[src/logic/ivd_consts.vh]
// constants for the invalidation command decoder
`ifndef IVD_CONSTS_VH
`define IVD_CONSTS_VH

// command word width and type field
`define IVD_CMD_W 128
`define IVD_TYPE_HI 3
`define IVD_TYPE_LO 0

// type codes
`define IVD_TYPE_CTX 4'h1
`define IVD_TYPE_TLB 4'h2
`define IVD_TYPE_EP 4'h3

// shared field positions
`define IVD_LVL_HI 5
`define IVD_LVL_LO 4
`define IVD_DOM_HI 31
`define IVD_DOM_LO 16
`define IVD_REQ_HI 47
`define IVD_REQ_LO 32

// context flush fields
`define IVD_FMASK_HI 49
`define IVD_FMASK_LO 48

// translation flush fields
`define IVD_WFLUSH_BIT 6
`define IVD_RFLUSH_BIT 7
`define IVD_PMASK_HI 69
`define IVD_PMASK_LO 64
`define IVD_HINT_BIT 70
`define IVD_ADDR_HI 127
`define IVD_ADDR_LO 64

// endpoint flush fields
`define IVD_OLIM_HI 20
`define IVD_OLIM_LO 16
`define IVD_RANGE_BIT 64

// context level codes
`define IVD_CLVL_GLOBAL 2'h1
`define IVD_CLVL_DOMAIN 2'h2
`define IVD_CLVL_DEVICE 2'h3

// translation level codes
`define IVD_TLVL_GLOBAL 2'h1
`define IVD_TLVL_DOMAIN 2'h2
`define IVD_TLVL_PAGE 2'h3

// endpoint outstanding ceiling, page size log2 and page address mask
`define IVD_EP_MAX_OUT 6'h20
`define IVD_PAGE_LOG2 6'h0c
`define IVD_PAGE_MASK 64'hffff_ffff_ffff_f000

`endif

[src/logic/ivd_decoder.v]
// queued invalidation command decoder and dispatcher
// Functional notes
// - commands are 128 bits; type in bits 3:0; reserved fields zero by software
// - context level decoded like context granularity code; broader flush allowed
// - domain and device context flushes target domain_tag
// - device context flush targets requester_tag
// - function_bits_mask marks requester_tag bits as don't-care
// - write buffer flushed before context flush when needed
// - translation level is global, domain or page; broader allowed
// - read drain finished before next wait when read_flush_flag set
// - write drain finished before next wait when write_flush_flag set
// - domain_tag bits 31:(16+N) ignored; whole field for global
// - keep_upper_hint used only for page flushes
// - page flush with hint clear also flushes directory entries
// - start page from address; bits 127:(64+N) ignored; unused otherwise
// - page_count_mask gives contiguous page count
// - write buffer flushed before translation flush when needed
// - endpoint flush goes to endpoint with requester_tag
// - range_flag clear means one page at address 63:12
// - range_flag set; lowest zero address bit sets range size
// - limit hint of zero means 32 outstanding
// - outstanding requests may be throttled by limit hint
`timescale 1ns/1ps
`include "ivd_consts.vh"
module ivd_decoder #(
	parameter DOMAIN_W = 16, // domain identifier width
	parameter ADDR_W = 48 // guest address width
) (
	input wire ref_clk, // clock
	input wire srst, // sync reset, high
	input wire cmd_valid, // command word offered
	input wire [127:0] cmd_word, // command word
	output wire cmd_ready, // command taken
	output wire cmd_unknown, // pulse, type not handled
	input wire write_buffer_flush_needed, // flush write buffer first
	input wire throttle_en, // limit endpoint traffic
	output reg wbf_req_ff, // write buffer flush request
	input wire wbf_done, // write buffer flush finished
	output reg ctx_valid_ff, // context flush request
	output reg [1:0] ctx_level_ff, // context level code
	output reg [15:0] ctx_domain_ff, // context domain_tag
	output reg [15:0] ctx_requester_ff, // context requester_tag
	output reg [1:0] ctx_fmask_ff, // context function_bits_mask
	input wire ctx_ack, // context cache done
	output reg tlb_valid_ff, // translation flush request
	output reg [1:0] tlb_level_ff, // translation level code
	output reg [15:0] tlb_domain_ff, // masked domain_tag
	output reg [63:0] tlb_addr_ff, // start page address
	output reg [5:0] tlb_pmask_ff, // page_count_mask
	output reg tlb_dir_flush_ff, // also flush directory entries
	input wire tlb_ack, // translation cache done
	output reg read_drain_ff, // read drain pending
	input wire read_drain_done, // read drain finished
	output reg write_drain_ff, // write drain pending
	input wire write_drain_done, // write drain finished
	output reg ep_valid_ff, // endpoint flush request
	output reg [15:0] ep_requester_ff, // endpoint requester_tag
	output reg [63:0] ep_base_ff, // endpoint range base
	output reg [5:0] ep_size_ff, // log2 of range bytes
	input wire ep_ack, // endpoint request sent
	input wire ep_done, // endpoint completion seen
	output wire [5:0] ep_outstanding, // outstanding endpoint count
	output wire busy // command in progress
);
	////////////////////////////////////////////////////////////////////////
	// states
	localparam [2:0] ST_IDLE = 3'h0;
	localparam [2:0] ST_WBF = 3'h1;
	localparam [2:0] ST_CTX = 3'h2;
	localparam [2:0] ST_TLB = 3'h3;
	localparam [2:0] ST_EP_WAIT = 3'h4;
	localparam [2:0] ST_EP = 3'h5;

	reg [2:0] state_ff;
	reg [2:0] nxt_state;
	reg wbf_ctx_ff; // wbf precedes context flush
	reg [4:0] ep_limit_ff;
	reg unknown_ff;

	wire [3:0] cmd_type;
	wire [1:0] cmd_level;
	wire take;
	wire is_ctx;
	wire is_tlb;
	wire is_ep;
	wire [15:0] raw_domain;
	wire [63:0] raw_addr;
	wire [5:0] rng_size;
	wire [63:0] rng_base;
	wire ep_may_issue;
	wire ep_issue;
	wire [63:0] dom_mask;
	wire [63:0] addr_mask;

	////////////////////////////////////////////////////////////////////////
	// helpers
	// ones in the low w bits, all ones for w of 64 or more
	function [63:0] low_mask;
		input integer w;
		begin
			low_mask = ~(64'hffff_ffff_ffff_ffff << w);
		end
	endfunction

	////////////////////////////////////////////////////////////////////////
	// field extraction
	// type from low nibble
	assign cmd_type = cmd_word[`IVD_TYPE_HI:`IVD_TYPE_LO];
	assign cmd_level = cmd_word[`IVD_LVL_HI:`IVD_LVL_LO];
	assign is_ctx = (cmd_type == `IVD_TYPE_CTX);
	assign is_tlb = (cmd_type == `IVD_TYPE_TLB);
	assign is_ep = (cmd_type == `IVD_TYPE_EP);
	assign raw_domain = cmd_word[`IVD_DOM_HI:`IVD_DOM_LO];
	assign raw_addr = cmd_word[`IVD_ADDR_HI:`IVD_ADDR_LO];
	assign dom_mask = low_mask(DOMAIN_W);
	assign addr_mask = low_mask(ADDR_W) & `IVD_PAGE_MASK;

	// handshake
	assign cmd_ready = (state_ff == ST_IDLE);
	assign take = cmd_valid && cmd_ready;
	assign busy = (state_ff != ST_IDLE);
	assign cmd_unknown = unknown_ff;

	////////////////////////////////////////////////////////////////////////
	// endpoint helpers
	ivd_range_decode u_range (
		.range_flag(cmd_word[`IVD_RANGE_BIT]),
		.addr_in(raw_addr),
		.size_log2(rng_size),
		.base_addr(rng_base)
	);

	assign ep_issue = ep_valid_ff && ep_ack;

	ivd_ep_throttle u_throttle (
		.ref_clk(ref_clk),
		.srst(srst),
		.throttle_en(throttle_en),
		.limit_hint(ep_limit_ff),
		.issue(ep_issue),
		.done(ep_done),
		.may_issue(ep_may_issue),
		.outstanding(ep_outstanding)
	);

	////////////////////////////////////////////////////////////////////////
	// next state
	always @* begin
		nxt_state = state_ff;
		case (state_ff)
			ST_IDLE: begin
				if (take && (is_ctx || is_tlb)) begin
					if (write_buffer_flush_needed) begin
						nxt_state = ST_WBF;
					end else if (is_ctx) begin
						nxt_state = ST_CTX;
					end else begin
						nxt_state = ST_TLB;
					end
				end else if (take && is_ep) begin
					nxt_state = ST_EP_WAIT;
				end
			end
			ST_WBF: begin
				if (wbf_done) begin
					nxt_state = wbf_ctx_ff ? ST_CTX : ST_TLB;
				end
			end
			ST_CTX: begin
				if (ctx_ack) begin
					nxt_state = ST_IDLE;
				end
			end
			ST_TLB: begin
				if (tlb_ack) begin
					nxt_state = ST_IDLE;
				end
			end
			ST_EP_WAIT: begin
				if (ep_may_issue) begin
					nxt_state = ST_EP;
				end
			end
			ST_EP: begin
				if (ep_ack) begin
					nxt_state = ST_IDLE;
				end
			end
			default: begin
				nxt_state = ST_IDLE;
			end
		endcase
	end

	always @(posedge ref_clk) begin
		if (srst) begin
			state_ff <= ST_IDLE;
		end else begin
			state_ff <= nxt_state;
		end
	end

	////////////////////////////////////////////////////////////////////////
	// request strobes
	always @(posedge ref_clk) begin
		if (srst) begin
			wbf_req_ff <= 1'b0;
			ctx_valid_ff <= 1'b0;
			tlb_valid_ff <= 1'b0;
			ep_valid_ff <= 1'b0;
			unknown_ff <= 1'b0;
		end else begin
			wbf_req_ff <= (nxt_state == ST_WBF);
			ctx_valid_ff <= (nxt_state == ST_CTX);
			tlb_valid_ff <= (nxt_state == ST_TLB);
			ep_valid_ff <= (nxt_state == ST_EP);
			unknown_ff <= take && !is_ctx && !is_tlb && !is_ep;
		end
	end

	////////////////////////////////////////////////////////////////////////
	// context flush fields
	always @(posedge ref_clk) begin
		if (srst) begin
			wbf_ctx_ff <= 1'b0;
			ctx_level_ff <= 2'h0;
			ctx_domain_ff <= 16'h0000;
			ctx_requester_ff <= 16'h0000;
			ctx_fmask_ff <= 2'h0;
		end else if (take && (is_ctx || is_tlb)) begin
			wbf_ctx_ff <= is_ctx;
		end
		if (!srst && take && is_ctx) begin
			ctx_level_ff <= (cmd_level == 2'h0) ? `IVD_CLVL_GLOBAL : cmd_level;
			ctx_domain_ff <= (cmd_level == `IVD_CLVL_DOMAIN || cmd_level == `IVD_CLVL_DEVICE)
				? raw_domain : 16'h0000;
			if (cmd_level == `IVD_CLVL_DEVICE) begin
				ctx_requester_ff <= cmd_word[`IVD_REQ_HI:`IVD_REQ_LO];
				ctx_fmask_ff <= cmd_word[`IVD_FMASK_HI:`IVD_FMASK_LO];
			end else begin
				ctx_requester_ff <= 16'h0000;
				ctx_fmask_ff <= 2'h0;
			end
		end
	end

	////////////////////////////////////////////////////////////////////////
	// translation flush fields
	always @(posedge ref_clk) begin
		if (srst) begin
			tlb_level_ff <= 2'h0;
			tlb_domain_ff <= 16'h0000;
			tlb_addr_ff <= 64'h0000_0000_0000_0000;
			tlb_pmask_ff <= 6'h00;
			tlb_dir_flush_ff <= 1'b0;
		end else if (take && is_tlb) begin
			tlb_level_ff <= (cmd_level == 2'h0) ? `IVD_TLVL_GLOBAL : cmd_level;
			tlb_domain_ff <= (cmd_level == `IVD_TLVL_DOMAIN || cmd_level == `IVD_TLVL_PAGE)
				? (raw_domain & dom_mask[15:0]) : 16'h0000;
			if (cmd_level == `IVD_TLVL_PAGE) begin
				tlb_addr_ff <= raw_addr & addr_mask;
				tlb_pmask_ff <= cmd_word[`IVD_PMASK_HI:`IVD_PMASK_LO];
				tlb_dir_flush_ff <= !cmd_word[`IVD_HINT_BIT];
			end else begin
				tlb_addr_ff <= 64'h0000_0000_0000_0000;
				tlb_pmask_ff <= 6'h00;
				tlb_dir_flush_ff <= 1'b1;
			end
		end
	end

	////////////////////////////////////////////////////////////////////////
	// drain pending flags, set wins over clear
	always @(posedge ref_clk) begin
		if (srst) begin
			read_drain_ff <= 1'b0;
			write_drain_ff <= 1'b0;
		end else begin
			if (take && is_tlb && cmd_word[`IVD_RFLUSH_BIT]) begin
				read_drain_ff <= 1'b1;
			end else if (read_drain_done) begin
				read_drain_ff <= 1'b0;
			end
			if (take && is_tlb && cmd_word[`IVD_WFLUSH_BIT]) begin
				write_drain_ff <= 1'b1;
			end else if (write_drain_done) begin
				write_drain_ff <= 1'b0;
			end
		end
	end

	////////////////////////////////////////////////////////////////////////
	// endpoint flush fields
	always @(posedge ref_clk) begin
		if (srst) begin
			ep_requester_ff <= 16'h0000;
			ep_base_ff <= 64'h0000_0000_0000_0000;
			ep_size_ff <= 6'h00;
			ep_limit_ff <= 5'h00;
		end else if (take && is_ep) begin
			ep_requester_ff <= cmd_word[`IVD_REQ_HI:`IVD_REQ_LO];
			ep_base_ff <= rng_base;
			ep_size_ff <= rng_size;
			ep_limit_ff <= cmd_word[`IVD_OLIM_HI:`IVD_OLIM_LO];
		end
	end
endmodule // ivd_decoder

[src/logic/ivd_ep_throttle.v]
// outstanding endpoint invalidation counter and limiter
`timescale 1ns/1ps
`include "ivd_consts.vh"
module ivd_ep_throttle (
	input wire ref_clk, // clock
	input wire srst, // sync reset, high
	input wire throttle_en, // limiting enabled
	input wire [4:0] limit_hint, // outstanding limit hint
	input wire issue, // request sent
	input wire done, // request completed
	output wire may_issue, // room for another
	output wire [5:0] outstanding // current count
);
	reg [5:0] cnt_ff;
	reg [5:0] nxt_cnt;
	wire [5:0] limit;

	assign limit = (limit_hint == 5'h0_0) ? `IVD_EP_MAX_OUT : {1'b0, limit_hint};
	assign may_issue = (cnt_ff < `IVD_EP_MAX_OUT) && (!throttle_en || (cnt_ff < limit));
	assign outstanding = cnt_ff;

	// count issues minus completions
	always @* begin
		nxt_cnt = cnt_ff;
		if (issue && !done) begin
			nxt_cnt = cnt_ff + 6'h0_1;
		end else if (done && !issue && (cnt_ff != 6'h0_0)) begin
			nxt_cnt = cnt_ff - 6'h0_1;
		end
	end

	always @(posedge ref_clk) begin
		if (srst) begin
			cnt_ff <= 6'h0_0;
		end else begin
			cnt_ff <= nxt_cnt;
		end
	end
endmodule // ivd_ep_throttle

[src/logic/ivd_range_decode.v]
// endpoint flush size and base decode
`timescale 1ns/1ps
`include "ivd_consts.vh"
module ivd_range_decode (
	input wire range_flag, // range requested
	input wire [63:0] addr_in, // raw address
	output wire [5:0] size_log2, // log2 of bytes covered
	output wire [63:0] base_addr // aligned base
);
	// lowest zero bit at or above bit 12 sets the size
	function [5:0] range_log2;
		input [63:0] a;
		integer i;
		reg found;
		begin
			range_log2 = 6'h3f;
			found = 1'b0;
			for (i = `IVD_PAGE_LOG2; i < 63; i = i + 1) begin // stop at 63 so size saturates
				if (!found && !a[i]) begin
					range_log2 = i[5:0] + 6'h0_1;
					found = 1'b1;
				end
			end
		end
	endfunction

	assign size_log2 = range_flag ? range_log2(addr_in) : `IVD_PAGE_LOG2;
	assign base_addr = addr_in & ~((64'h0000_0000_0000_0001 << size_log2) - 64'h0000_0000_0000_0001);
endmodule // ivd_range_decode
[config.mk]
export PLATFORM = sky130hd
export DESIGN_NAME = ivd_decoder
export DESIGN_NICKNAME = d
export VERILOG_FILES = /design/src/logic/ivd_decoder.v /design/src/logic/ivd_ep_throttle.v /design/src/logic/ivd_range_decode.v
export VERILOG_INCLUDE_DIRS = /design/src /design/src/logic
export SDC_FILE = /design/constraint.sdc
export NUM_CORES = 1
export LEC_CHECK = 0
export BUFFER_PORTS_ARGS = -buffer_cell sky130_fd_sc_hd__buf_2
export CORE_MARGIN = 3
export CORE_UTILIZATION = 45
export DETAILED_ROUTE_END_ITERATION = 8
export PLACE_DENSITY = 0.73
export SYNTH_ARGS = -nofsm -noshare
export SYNTH_HDL_FRONTEND = slang
export SYNTH_HIERARCHICAL = 1
export SYNTH_SLANG_ARGS = --single-unit
[constraint.sdc]
create_clock -name ref_clk -period 4.4 [get_ports ref_clk]
set_clock_uncertainty 0.2 [all_clocks]
set_input_delay 0.88 -clock ref_clk [delete_from_list [all_inputs] [get_ports ref_clk]]
set_output_delay 0.88 -clock ref_clk [all_outputs]
set_load 0.1 [all_outputs]
==> summary.txt <==
Critical path
  • CP Max Fanout: 7
  • CP most frequent cell: buf_4
  • Crit path launch type: input port
  • Worst Setup End Kind: register
  • Cell Chain, Critical Path: buf_2 -> nand4_1 -> or4_4 -> buf_4 -> nor2_1 -> a31o_2 -> nor3_2 -> nor3_1 -> o31a_4 -> or4_1 -> buf_4 -> o211ai_1 -> o31ai_1 -> nand2_1 -> a21oi_1
  • CP max stage cell: or4_1
  • Worst endpoint required time: 4.58 ns
  • WP data arrival: 4.20 ns
  • Slowest Stage Delay on Critical Path: 0.65 ns
  • Crit path kind: input port to register

Logic synthesis
  • Ys flop type: dfxtp_1
  • Gate Count Post-Synth: 1323
  • Mean Syn Cell Area: 8.00 µm²
  • Ranking of synthesized cells by area: dfxtp_1 32%, nand2_1 10%, edfxtp_1 10%
  • Synth Register Bits: 205
  • Largest family of logic cells by synthesized area: simple AND/OR/NAND/NOR gates
  • Post-synthesis async set-or-reset flop share: 0
  • Yosys warnings: 6
  • Synth top area share: 0.320
  • Compound-cell area share of the yosys netlist: 0.200
  • Yosys top cell by area: dfxtp_1
  • Post-synth EDFFs: 36
  • Seq/Total Area, Yosys: 0.422
  • Simple-Gate Fraction of Synth Area: 0.280
  • Post-synthesis cell type count: 91
  • Adder-cell area share of the yosys netlist: 0.0147
  • Synth Cell Area: 0.0106 mm²
  • Post-synthesis xor/xnor area fraction: 0.00993
  • Multiplexer share of the synthesized area: 0.00390

CTS
  • Num CTS Buffers: 22
  • CTS tree: built
  • Worst-Skew Late Latency: 0.51 ns
  • Post-CTS Hold Buffers: 0
  • Reg clk slew, reported paths: 0.06 ns
  • Post-CTS setup buffers: 0
  • Root Buffer: clkbuf_16
  • H-Tree Depth: 1
  • CTS max path bufs: 3
  • # clock sinks: 205
  • CTS-repair resized insts: 0

Die
  • Die height: 159 µm
  • Initial Util: 0.463
  • Site Rows: 55
  • Core ar.: 0.0228 mm²
  • I/O Pins: 366
  • Die X: 159 µm
  • Die ar.: 0.0254 mm²

STA
  • Setup ws final: 0.381 ns
  • Min Tclk post-route: 4.02 ns
  • Period utilisation layout: 0.913
  • Worst Tran Pin Value: 1.01 ns
  • Slew headroom: 0.326
  • Max Clock Freq: 0.249 GHz
  • Max-slew violation count: 0
  • Final Hold Fails: 0
  • RSZ-0062 raised after global routing: no
  • Finish-stage setup viols: 0

Place
  • Dpl ws: -0.0884 ns
  • HPWL after detailed placement: 30600 µm
  • RePlAce Congestion: 1.02
  • I/O Buffers: 312
  • Dpl cell area: 0.0135 mm²

Drt
  • Number of nets with antenna violations after routing: 0
  • Remaining DRCs: 0
  • DR pass1 iterations: 6
  • Total wire length: 40000 µm
  • Drt wl/cell: 19.0 µm
  • Drt initial violations: 852
  • Via count: 11551
  • Vias/cell: 5.50

Global routing
  • GRT Total Usage: 0.300
  • First-pass GRT wire length: 61900 µm
  • Vias in the first global route: 11021
  • Largest net degree at the start of global routing: 95
  • Initial antenna violation count: 5
  • Gr ovfl total: 0

Final layout
  • Post-Layout Inst Area: 0.0143 mm²
  • Commonest cells after routing, fill and taps aside: 311 x buf_2, 293 x nand2_1, 190 x buf_4, 185 x a21oi_1, 169 x dfxtp_1
  • Area grow syn2layout: 34.8%
  • Commonest non-fill, non-tap cell in the layout: buf_2
  • Layout fillers: 2117
  • Fraction of layout cells with a size suffix above 1: 0.321
  • Final nets: 1921

Status
  • Status: complete, no violations

Power
  • P_leak: 6.22 nW
  • Worst VDD drop: 0.331 mV
  • Power Density: 374 mW/mm²

Flow run
  • MaxCap Viol Count: 0

Hold path
  • Worst hold path type: register to register
layer usage:
layer	global-route usage	routed length [µm]	up-vias
met5	0	26	-
met4	0.136	2030	4
met3	0.0632	3680	126
met2	0.503	18500	616
met1	0.373	15800	5319
li1	-	-	5486
cells in the mapped netlist (11+ instances only):
cell type and n:
a21boi_0 11, nor2_1 47, nor4_1 13, edfxtp_1 36, nand3_1 94, dfxtp_1 169, clkbuf_1 51, o21ai_0 34
nor3_1 17, a21oi_1 185, nor2b_1 16, and2_1 51, nand4_1 22, a31oi_1 11, inv_1 24, buf_4 40
buf_2 16, a211oi_1 12, nand2_1 293
path summary, 6_finish.rpt:
check	start	endpoint	slack, ns	depth (start not counted)
hold reg to reg	tlb_domain_ff[9]	tlb_domain_ff[9]	0.25	2
setup reg to reg	state_ff[2]	ctx_domain_ff[10]	1.57	5
hold / removal	tlb_domain_ff[9]	tlb_domain_ff[9]	0.25	2
setup / recovery	cmd_word[88]	ep_base_ff[54]	0.38	15
state kept, by name, indices dropped and copies added, names as in the netlist, 5 cells and up:
signal / flops
ep_limit_ff: 5
tlb_domain_ff: 16
tlb_pmask_ff: 6
ep_size_ff: 6
ep_base_ff: 64
ctx_requester_ff: 16
ctx_domain_ff: 16
u_throttle/outstanding: 6
ep_requester_ff: 16
tlb_addr_ff: 36
kinds of logic (layout without fill, tap and decap cells):
logic type,after synthesis,in the layout
simple gates,612,612
mux,4,4
flops,205,205
xor+xnor,12,12
fa+ha+maj,12,12
compound gates,335,335
buf+inv,140,570
other cells,3,39
critical path: cells and delay by family:
kind,cells,cell delay [ns]
and+or+nand+nor,7,1.94
buffers and inverters,3,0.44
AOI/OAI and AO/OA,5,0.93
through the flow:
| stage | util | hold WS, ns | TNS (ns) | total power, mW | instances |
|---|---|---|---|---|---|
| floorplan | - | 0.236 | 0 | 3.14 | 1356 |
| global placement | 0.592 | 0.235 | -0.394 | 3.48 | 2059 |
| detailed placement | 0.592 | 0.240 | -0.243 | 3.49 | 2059 |
| CTS | 0.624 | 0.248 | 0 | 5.35 | 2099 |
| global route | 0.625 | 0.259 | 0 | 5.52 | 2101 |
| finish | 0.625 | 0.248 | 0 | 5.33 | 2102 |
layout make-up:
class,count,area (µm²),area share
Clock buffer,32,659,0.0462
Timing Repair Buffer,504,3040,0.213
Antenna cell,3,7.51,0.000526
Inverter,26,100,0.00701
Multi-Input combinational cell,1011,5540,0.388
Tap cell,313,392,0.0274
Clock inverter,8,67.6,0.00473
Sequential cell,205,4460,0.313
power by group:
part           switching [mW]  total [mW]  leakage (nW)  internal [mW]
Sequential             0.0735        2.04          1.74           1.97
Combinational            1.05        1.43          4.13          0.379
Clock                   0.763        1.86         0.355           1.10
Total                    1.89        5.33          6.22           3.45
(Power assumes the default switching activity.)
